`src/pkg/conv_cfg_pkg.sv`:
```
// Constants and carrier types for the converter configuration register slice.
// Assumes a byte-wide register access port driven by the serial control port logic.
package conv_cfg_pkg;

    // ----------------------------------------
    // Register offsets
    // ----------------------------------------
    localparam logic [7:0] ADDR_FULL_SCALE_LO = 8'h30;
    localparam logic [7:0] ADDR_FULL_SCALE_HI = 8'h31;
    localparam logic [7:0] ADDR_POWER_PROFILE = 8'h37;
    localparam logic [7:0] ADDR_TIMESTAMP = 8'h3B;
    localparam logic [7:0] ADDR_REF_OUT = 8'h3C;
    localparam logic [7:0] ADDR_FEEDBACK_DIV = 8'h3D;

    // ----------------------------------------
    // Reset values
    // ----------------------------------------
    localparam logic [15:0] RST_FULL_SCALE = 16'hA000;
    localparam logic [7:0] RST_POWER_PROFILE = 8'h4B;
    localparam logic [7:0] RST_TIMESTAMP = 8'h00;
    localparam logic [7:0] RST_REF_OUT = 8'h01;
    localparam logic [7:0] RST_FEEDBACK_DIV = 8'h00;

    // ----------------------------------------
    // Field positions and codes
    // ----------------------------------------
    localparam int TS_ENABLE_BIT = 0;
    localparam int TS_PECL_BIT = 1;
    localparam int REF_OUT_EN_BIT = 0;
    localparam int FIRST_DIV_LSB = 0;
    localparam int SECOND_DIV_LSB = 2;
    localparam logic [7:0] PROFILE_LOW_POWER = 8'h46;
    localparam logic [7:0] PROFILE_HIGH_PERF = 8'h4B;
    localparam logic [15:0] FULL_SCALE_REC_MIN = 16'h2000;
    localparam logic [15:0] FULL_SCALE_MAX = 16'hFFFF;

    // Host register access request
    typedef struct packed {
        logic wr;
        logic rd;
        logic [7:0] addr;
        logic [7:0] wdata;
    } reg_req_t;

    // Decoded synthesizer divider ratios
    typedef struct packed {
        logic [2:0] first_ratio;
        logic [2:0] second_ratio;
        logic first_reserved;
        logic second_reserved;
    } div_cfg_t;

endpackage

```
`src/rtl/converter_config_registers.sv`:
```
// Configuration register slice: full-scale, power profile, timestamp receiver,
// reference clock output and synthesizer feedback divider selects.
// Assumes single-cycle byte accesses from the control port, synchronous to clk_i.
`timescale 1ns/1ps

// Overview of operation
// - Sixteen-bit full-scale setting for all channels, resets to 0xA000.
// - Power profile 0x46 low power, 0x4B high performance default; others reserved.
// - Timestamp control bit 0 enables receiver; resets disabled.
// - Timestamp control bit 1 selects low-voltage PECL input mode.
// - Reference clock out active when enable bit and synthesizer enable set; resets one.
// - Second divider select: 0 div1, 1 div2, 2 div4, 3 reserved.
// - First divider select: 0 div5, 1 div4, 2 div3, 3 reserved.
module converter_config_registers (
    input wire logic clk_i,
    input wire logic arst_n_i,
    input conv_cfg_pkg::reg_req_t req_i,
    input wire logic synth_enable_i,
    input wire logic synth_reset_i,
    input wire logic cal_enable_i,
    input wire logic serial_link_enable_i,
    output logic [7:0] rdata_o,
    output logic rvalid_o,
    output logic [15:0] full_scale_setting_o,
    output logic [7:0] power_profile_code_o,
    output logic profile_reserved_o,
    output logic timestamp_input_enable_o,
    output logic timestamp_pecl_mode_o,
    output logic reference_clock_out_o,
    output conv_cfg_pkg::div_cfg_t div_cfg_o,
    output logic div_change_unsafe_o,
    output logic profile_change_unsafe_o
);
    import conv_cfg_pkg::*;

    // ----------------------------------------
    // Register state
    // ----------------------------------------
    // Reserved bits are stored too, so a read returns exactly what the host wrote
    logic [15:0] full_scale;
    logic [7:0] power_profile;
    logic [7:0] timestamp_ctrl;
    logic [7:0] ref_out_ctrl;
    logic [7:0] feedback_div;
    logic [7:0] next_rdata;
    div_cfg_t next_div;

    // ----------------------------------------
    // Elaboration checks
    // ----------------------------------------
    // A control bit moved past the byte would read a bit no write can reach
    if (TS_ENABLE_BIT > 7 || TS_PECL_BIT > 7 || REF_OUT_EN_BIT > 7) begin : g_bit_range
        $error("control bit outside its register byte");
    end
    if (FIRST_DIV_LSB > 6 || SECOND_DIV_LSB > 6) begin : g_div_range
        $error("divider select outside its register byte");
    end
    // Both selects share one byte, so their two-bit fields must not overlap
    if ((FIRST_DIV_LSB + 2 > SECOND_DIV_LSB) &&
        (SECOND_DIV_LSB + 2 > FIRST_DIV_LSB)) begin : g_div_overlap
        $error("divider select fields overlap");
    end
    // The full-scale byte lanes are decoded as two adjacent offsets
    if (ADDR_FULL_SCALE_HI != ADDR_FULL_SCALE_LO + 8'h01) begin : g_fs_pair
        $error("full-scale byte lanes not adjacent");
    end
    // Two equal profile codes would make the two profiles indistinguishable
    if (PROFILE_LOW_POWER == PROFILE_HIGH_PERF) begin : g_profile_codes
        $error("profile codes not distinct");
    end

    // ----------------------------------------
    // Register writes
    // ----------------------------------------
    // Full-scale range, two byte lanes
    always_ff @(posedge clk_i or negedge arst_n_i) begin
        if (!arst_n_i) begin
            full_scale <= RST_FULL_SCALE;
        end else if (req_i.wr && req_i.addr == ADDR_FULL_SCALE_LO) begin
            full_scale[7:0] <= req_i.wdata;
        end else if (req_i.wr && req_i.addr == ADDR_FULL_SCALE_HI) begin
            full_scale[15:8] <= req_i.wdata;
        end
    end

    // Power profile; every code is stored so reads match writes
    always_ff @(posedge clk_i or negedge arst_n_i) begin
        if (!arst_n_i) begin
            power_profile <= RST_POWER_PROFILE;
        end else if (req_i.wr && req_i.addr == ADDR_POWER_PROFILE) begin
            power_profile <= req_i.wdata;
        end
    end

    // Timestamp receiver controls, reserved bits kept as written
    always_ff @(posedge clk_i or negedge arst_n_i) begin
        if (!arst_n_i) begin
            timestamp_ctrl <= RST_TIMESTAMP;
        end else if (req_i.wr && req_i.addr == ADDR_TIMESTAMP) begin
            timestamp_ctrl <= req_i.wdata;
        end
    end

    // Reference output enable defaults on so the output runs unprogrammed
    always_ff @(posedge clk_i or negedge arst_n_i) begin
        if (!arst_n_i) begin
            ref_out_ctrl <= RST_REF_OUT;
        end else if (req_i.wr && req_i.addr == ADDR_REF_OUT) begin
            ref_out_ctrl <= req_i.wdata;
        end
    end

    // Feedback divider selects
    always_ff @(posedge clk_i or negedge arst_n_i) begin
        if (!arst_n_i) begin
            feedback_div <= RST_FEEDBACK_DIV;
        end else if (req_i.wr && req_i.addr == ADDR_FEEDBACK_DIV) begin
            feedback_div <= req_i.wdata;
        end
    end

    // ----------------------------------------
    // Read path
    // ----------------------------------------
    // Unmapped offsets read as zero
    always_comb begin
        case (req_i.addr)
            ADDR_FULL_SCALE_LO: next_rdata = full_scale[7:0];
            ADDR_FULL_SCALE_HI: next_rdata = full_scale[15:8];
            ADDR_POWER_PROFILE: next_rdata = power_profile;
            ADDR_TIMESTAMP: next_rdata = timestamp_ctrl;
            ADDR_REF_OUT: next_rdata = ref_out_ctrl;
            ADDR_FEEDBACK_DIV: next_rdata = feedback_div;
            default: next_rdata = 8'h00;
        endcase
    end

    // Read data holds until the next read, so a slow host may take it late
    always_ff @(posedge clk_i or negedge arst_n_i) begin
        if (!arst_n_i) begin
            rdata_o <= 8'h00;
            rvalid_o <= 1'b0;
        end else begin
            rvalid_o <= req_i.rd;
            if (req_i.rd) begin
                rdata_o <= next_rdata;
            end
        end
    end

    // ----------------------------------------
    // Divider decode
    // ----------------------------------------
    // Reserved codes flagged; ratio falls back to the reset ratio
    always_comb begin
        next_div = '0;
        // Second select sets the sampling clock ratio
        case (feedback_div[SECOND_DIV_LSB +: 2])
            2'h0: next_div.second_ratio = 3'h1;
            2'h1: next_div.second_ratio = 3'h2;
            2'h2: next_div.second_ratio = 3'h4;
            default: begin
                next_div.second_ratio = 3'h1;
                next_div.second_reserved = 1'b1;
            end
        endcase
        // First select feeds the second divider
        case (feedback_div[FIRST_DIV_LSB +: 2])
            2'h0: next_div.first_ratio = 3'h5;
            2'h1: next_div.first_ratio = 3'h4;
            2'h2: next_div.first_ratio = 3'h3;
            default: begin
                next_div.first_ratio = 3'h5;
                next_div.first_reserved = 1'b1;
            end
        endcase
    end

    // ----------------------------------------
    // Registered outputs to the rest of the device
    // ----------------------------------------
    // One edge behind the registers; zero ratios show from reset until the first edge after its release
    always_ff @(posedge clk_i or negedge arst_n_i) begin
        if (!arst_n_i) begin
            full_scale_setting_o <= RST_FULL_SCALE;
            power_profile_code_o <= RST_POWER_PROFILE;
            profile_reserved_o <= 1'b0;
            timestamp_input_enable_o <= 1'b0;
            timestamp_pecl_mode_o <= 1'b0;
            reference_clock_out_o <= 1'b0;
            div_cfg_o <= '0;
        end else begin
            full_scale_setting_o <= full_scale;
            power_profile_code_o <= power_profile;
            profile_reserved_o <= (power_profile != PROFILE_LOW_POWER) &&
                (power_profile != PROFILE_HIGH_PERF);
            timestamp_input_enable_o <= timestamp_ctrl[TS_ENABLE_BIT];
            timestamp_pecl_mode_o <= timestamp_ctrl[TS_PECL_BIT];
            reference_clock_out_o <= ref_out_ctrl[REF_OUT_EN_BIT] & synth_enable_i;
            div_cfg_o <= next_div;
        end
    end

    // Sticky warnings for host misuse; cleared only by reset, so they are diagnostic only
    always_ff @(posedge clk_i or negedge arst_n_i) begin
        if (!arst_n_i) begin
            div_change_unsafe_o <= 1'b0;
            profile_change_unsafe_o <= 1'b0;
        end else begin
            if (req_i.wr && req_i.addr == ADDR_FEEDBACK_DIV && !synth_reset_i) begin
                div_change_unsafe_o <= 1'b1;
            end
            if (req_i.wr && req_i.addr == ADDR_POWER_PROFILE &&
                (cal_enable_i || serial_link_enable_i)) begin
                profile_change_unsafe_o <= 1'b1;
            end
        end
    end

endmodule

```
`config.mk`:
```
export PLATFORM = sky130hd
export DESIGN_NAME = converter_config_registers
export DESIGN_NICKNAME = d
export VERILOG_FILES = /design/src/pkg/conv_cfg_pkg.sv /design/src/rtl/converter_config_registers.sv
export SDC_FILE = /design/constraint.sdc
export NUM_CORES = 1
export LEC_CHECK = 0
export BUFFER_PORTS_ARGS = -buffer_cell sky130_fd_sc_hd__buf_4
export CAP_MARGIN = 0
export CORE_ASPECT_RATIO = 1.5
export CORE_MARGIN = 2
export CORE_UTILIZATION = 49
export CTS_CLUSTER_SIZE = 12
export DETAILED_ROUTE_END_ITERATION = 10
export HOLD_SLACK_MARGIN = 0.08
export PLACE_DENSITY = 0.75
export SLEW_MARGIN = 5
export SYNTH_ARGS = -nofsm -noshare
export SYNTH_HDL_FRONTEND = slang
export SYNTH_SLANG_ARGS = --single-unit
```
`constraint.sdc`:
```
create_clock -name clk_i -period 1.4 [get_ports clk_i]
set_input_delay 0 -clock clk_i [delete_from_list [all_inputs] [get_ports clk_i]]
set_output_delay 0 -clock clk_i [all_outputs]
set_load 0.02 [all_outputs]
```
==> results of run 1 <==
[area by class of cell]
class	instances	area share
inverter	3	0.002238
multi-input combinational	153	0.2645
clock inverter	5	0.01591
tap	102	0.02536
clock buffer	11	0.05022
timing repair buffer	100	0.1661
sequential	95	0.4756
[metal layers]
metal / vias up / share of wire / track usage
met1: 1222 / 0.39 / 0.2774
met5: - / 0 / 0
met3: 20 / 0.040 / 0.05339
li1: 1161 / - / -
met2: 68 / 0.54 / 0.3379
met4: 0 / 0.028 / 0.09357
[state kept, by name, summed over array words and instances, names as in the netlist]
name,flops
full_scale,16
timestamp_pecl_mode_o,1
full_scale_setting_o,16
profile_reserved_o,1
power_profile_code_o,8
profile_change_unsafe_o,1
timestamp_ctrl,8
power_profile,8
div_cfg_o,8
timestamp_input_enable_o,1
reference_clock_out_o,1
div_change_unsafe_o,1
feedback_div,8
rdata_o,8
ref_out_ctrl,8
rvalid_o,1
[layout by cell type (no fill, tap or decap), drive strengths merged, types with 2 or more instances in the layout]
master	synthesis	final
a211o	3	3
a21oi	5	5
a221oi	3	3
a22o	3	3
a22oi	7	7
a311o	4	4
a31oi	3	3
and2	3	3
and3	2	2
and3b	6	6
buf	7	86
bufinv	0	2
clkbuf	5	11
clkinvlp	0	2
dfrtp	82	82
dfstp	13	13
dlygate4sd3	0	14
ha	3	3
inv	3	3
mux2	48	48
nand2	9	9
nand2b	5	5
nand3	12	12
nand4b	2	2
nor2	6	6
nor2b	6	6
o21ai	9	9
o21bai	2	2
or3b	3	3
[repair_timing]
action | CTS | global route
setup endpoints to repair | 1 | 2
pin swaps | 0 | 2
resized for setup | 1 | 3
hold buffers | 14 | 0
hold endpoints to repair | 142 | 0
[where the power goes]
part / leakage, nW / total, mW / switching, mW / internal (mW)
logic: 1.09 / 0.558 / 0.297 / 0.261
clock network: 0.158 / 2.63 / 0.977 / 1.66
registers: 1.24 / 2.96 / 0.0721 / 2.88
total: 2.48 / 6.15 / 1.35 / 4.80
[per-stage QoR]
stage	instances	TNS, ns
after floorplan	263	0
after global placement	439	-1.746
after detailed placement	439	-2.350
after CTS	469	0
after global routing	469	0
final	469	0
[worst register-to-register path, stage by stage (launching register included)]
cell     delay [ns]
dfrtp_1        0.37
and3b_1        0.17
o21ai_0        0.25
a21oi_1        0.11
a311o_1        0.32
[how the worst max path moves through the flow]
stage                     slack [ns]                          start  cells after the start                          to
final                           0.08  timestamp_ctrl[2]$_DFFE_PN0P_                      4      rdata_o[2]$_DFFE_PN0P_
after detailed placement       -0.11                      req_i[14]                      6   full_scale[9]$_DFFE_PN0P_
after CTS                       0.02      full_scale[9]$_DFFE_PN0P_                      4      rdata_o[1]$_DFFE_PN0P_
after global placement         -0.08                      req_i[14]                      6  full_scale[11]$_DFFE_PN0P_
after global routing            0.02      full_scale[8]$_DFFE_PN0P_                      4      rdata_o[0]$_DFFE_PN0P_
after floorplan                 0.08      full_scale[0]$_DFFE_PN0P_                      4      rdata_o[0]$_DFFE_PN0P_
[logic make-up after synthesis]
logic type / synth area share
AND/OR/NAND/NOR: 0.1169
multiplexers: 0.1427
adder cells (fa/ha/maj): 0.009912
AO/OA/AOI/OAI: 0.07896
buffers and inverters: 0.01949
flip-flops: 0.6320
==> metrics.txt, run 1 <==
Core Rows=39; number of global-route vias before repair=2553; Yosys warning count=0; RR Endpoint=rdata_o[2]$_DFFE_PN0P_; Overall Global Routing Usage=0.2151; fill cell count=~540; fmax=~760 MHz; placed inst area=4548 um^2; top post-synthesis cells by count=82 x dfrtp_1, 46 x mux2_2, 13 x dfstp_2; Final WS setup=around 0.079 ns; clock slew at reported path FFs=around 0.060 ns; Place WS=-0.1067 ns; Reg2Reg Depth=4; status=completed; Worst Path Buf+Inv=0; Final Skew=0.004795 ns; Max Root-Sink Buffers=2; area grow syn2layout=32.87%; routed wire length=just over 8 mm; die height=roughly 110 um; WHS=roughly 0.10 ns; Starting Density=0.5007; share of layout cells above drive strength 1=0.4687; Data required, critical path=roughly 1.6 ns; worst vdd ir=between 1 and 1.5 mV; Vias=2471; library cells used by synthesis=40; Post-Syn Instances=263; CP Capture Type=register; WP data arrival=about 1.6 ns; Synth async-reset ratio=1.000; gp weighted congestion=~0.79; sequential fraction of the synthesis area=0.6320; post-synthesis register bit count=95; syn_nets=slightly below 300; initial antenna violation count=0; Nets=389; crit-path max FO=2; io pins=between 70 and 80; final instance area=5032 um^2; CTS tree=done; top-count cell post-synth=dfrtp_1; final-report max-slew violation count=0; reg2reg start=timestamp_ctrl[2]$_DFFE_PN0P_; Inserted Clock Buffers=9; max incr delay on CP=around 0.37 ns; EDFF count, synth=0; CTS H-Tree Depth=3; Die ar.=about 8500 um^2; Final setup viols=0; ant diodes=0; Final Util=0.6653; critical path class=register to register; largest net degree at the start of global routing=roughly 40; DRC=0; Post-synth top flop=dfrtp_1; Die W=around 76 um; worst skew pair latency=approximately 0.34 ns; Setup crit start kind=register; Core Footprint=about 7600 um^2; hpwl dp=slightly below 6 mm; synthesized cell area=between 3000 and 4000 um^2; Clock Sinks=95; CP top delay family=compound AO/OA/AOI/OAI gates; register area=between 2000 and 2500 um^2; Setup Buffers After CTS=0; Detail Route Antenna Nets=0; CP max-delay cell=dfrtp_1; Worst-Margin Slew=0.5510 ns; Avg Inst Size Synth=14.40 um^2; Power Total=~6.1 mW; Yosys top cell area share=0.5418; RSZ-0062 raised after global routing=no; vias per cell=between 5 and 6; area taken by multi-input logic gates=between 1000 and 1500 um^2; area leader, netlist=dfrtp_1; crit-path cells=and3b_1, o21ai_0, a21oi_1, a311o_1; Relative slew margins=0.6327; Tmin final=~1.3 ns; final hold violations=0; Hold Crit Class=input pin to async pin; PD cells=about 1200 nW/um^2; IO buf count=70; mean routed wirelength per cell=approximately 17 um; root buf cell=clkbuf_16; Final period util=0.9436; Pre-Repair DR Iteration Count=4; first-pass GRT wire length=13.30 mm; GRT overflow=0; Synth area leaders=dfrtp_1 54%, mux2_2 14%, dfstp_2 9.0%, a22oi_1 1.4%, and3b_1 1.4%; Iteration-0 DRC Markers=~180; FF-to-FF setup slack=around 0.079 ns; Leak=about 2.5 nW; Max-Cap Viols=0
(Power assumes the default switching activity.)
==> run 2: changes to the inputs <==
--- a/config.mk
+++ b/config.mk
@@ -5,7 +5,7 @@
 export SDC_FILE = /design/constraint.sdc
 export NUM_CORES = 1
 export LEC_CHECK = 0
-export BUFFER_PORTS_ARGS = -buffer_cell sky130_fd_sc_hd__buf_4
+export BUFFER_PORTS_ARGS = -buffer_cell sky130_fd_sc_hd__buf_2
 export CAP_MARGIN = 0
 export CORE_ASPECT_RATIO = 1.5
 export CORE_MARGIN = 2
==> metrics.txt, run 2 (same netlist as run 1, synthesis figures left out) <==
# placed instances=between 400 and 500; internal power=about 4.6 mW; hpwl dp=roughly 6 mm; Inserted Clock Buffers=9; Starting Density=0.5007; die height=111.7 um; root buf cell=clkbuf_16; Clock Sinks=95; WHS=between 0.1 and 0.15 ns; Setup crit start kind=register; GRT overflow=0; RSZ-0062 raised after global routing=no; number of global-route vias before repair=about 2600; most common cell after layout, fill and taps aside=dfrtp_1; gp weighted congestion=0.8876; Worst-Margin Slew=about 0.42 ns; Sequential Power Share=0.500; Final Util=0.6438; final instance area=between 4000 and 5000 um^2; fmax=739.7 MHz; commonest non-fill, non-tap cells in the layout=82 x dfrtp_1, 69 x buf_2, 46 x mux2_2; first-pass GRT wire length=between 10 and 15 mm; Detail Route Antenna Nets=0; vias per cell=5.326; share of layout cells above drive strength 1=0.4786; Place WS=-0.09069 ns; Data required, critical path=between 1.5 and 2 ns; Pre-Repair DR Iteration Count=7; Final period util=0.9656; Tmin final=1.352 ns; Die ar.=roughly 8500 um^2; setup TNS=0 ns; clock power share=0.412; final-report max-slew violation count=0; largest net degree at the start of global routing=35; CTS H-Tree Depth=3; worst skew pair latency=around 0.34 ns; DRC=0; Max Root-Sink Buffers=2; Net Sw Frac=0.2270; Max-Cap Viols=0; mean routed wirelength per cell=17.76 um; Power Total=roughly 5.9 mW; Iteration-0 DRC Markers=roughly 180; final hold violations=0; area grow syn2layout=28.58%; CP Capture Type=register; fill cell count=about 570; Final WS setup=between 0.04 and 0.05 ns; register area=about 2400 um^2; crit-path max FO=3; clock slew at reported path FFs=0.06 ns; CTS tree=done; Core Rows=39; PD cells=1212 nW/um^2; Final Skew=about 0.0048 ns; biggest regs=full_scale x16, full_scale_setting_o x16; area taken by multi-input logic gates=between 1000 and 1500 um^2; initial antenna violation count=0; Leak=about 2.5 nW; switching power=1.340 mW; Relative slew margins=0.7167; reg2reg start=full_scale[0]$_DFFE_PN0P_; logic gate share of total power=0.088; critical path class=register to register; Setup Buffers After CTS=0; status=completed; Final setup viols=0; WP data arrival=approximately 1.6 ns; Final Instance Count excl. Fillers=476; placed inst area=about 4400 um^2; Core Footprint=7564 um^2; Hold Crit Class=input pin to async pin; Vias=around 2500; routed wire length=8.455 mm; Overall Global Routing Usage=0.2209; io pins=71; Die W=between 70 and 80 um; Nets=~400; Crit. Startpoint=full_scale[0]$_DFFE_PN0P_; worst vdd ir=0.8209 mV; ant diodes=0; IO buf count=70
run 2: critical path: stages, from the launching register on:
cell	delay [ns]
dfrtp_1	0.36
or3b_2	0.46
a211oi_2	0.18
o21ai_0	0.11
a41oi_1	0.16
run 2: final cells by class:
class                   count  area share
repair buffers            108      0.1459
clock inverters             4    0.009250
flip-flops and latches     95      0.4915
inverters                   3    0.002312
clock buffers              11     0.05190
well taps                 102     0.02621
multi-input cells         153      0.2729
run 2: path summary, 6_finish.rpt:
kind / end / slack (ns) / cells past startpoint
max: rdata_o[0]$_DFFE_PN0P_ / 0.05 / 4
min: div_cfg_o[3]$_DFF_PN0_ / 0.15 / 2
max reg2reg: rdata_o[0]$_DFFE_PN0P_ / 0.05 / 4
min reg2reg: full_scale_setting_o[15]$_DFF_PN1_ / 0.38 / 0
max in group asynchronous: power_profile_code_o[3]$_DFF_PN1_ / 0.66 / 3
min in group clk_i: profile_change_unsafe_o$_DFFE_PN0P_ / 0.16 / 3
run 2: power by group through the flow:
stage | clock network (mW) | registers (mW) | logic, mW
after floorplan | 0 | 3.06 | 0.161
after CTS | 2.46 | 2.95 | 0.525
after detailed placement | 0 | 3.00 | 0.493
after global placement | 0 | 3.00 | 0.482
final | 2.43 | 2.95 | 0.520
after global routing | 2.59 | 2.97 | 0.568
run 2: repair_timing:
action	in CTS	in global routing
hold endpoints to repair	140	0
hold buffers	14	0
endpoints found under the setup margin	1	2
gates resized for setup	1	1
pin swaps	0	1
run 2: layer usage:
metal	GRT usage	part of all wire	up-vias
met5	0	0	-
met3	0.03891	0.040	19
met2	0.3454	0.52	76
met4	0.1181	0.033	0
li1	-	-	1177
met1	0.2862	0.41	1263
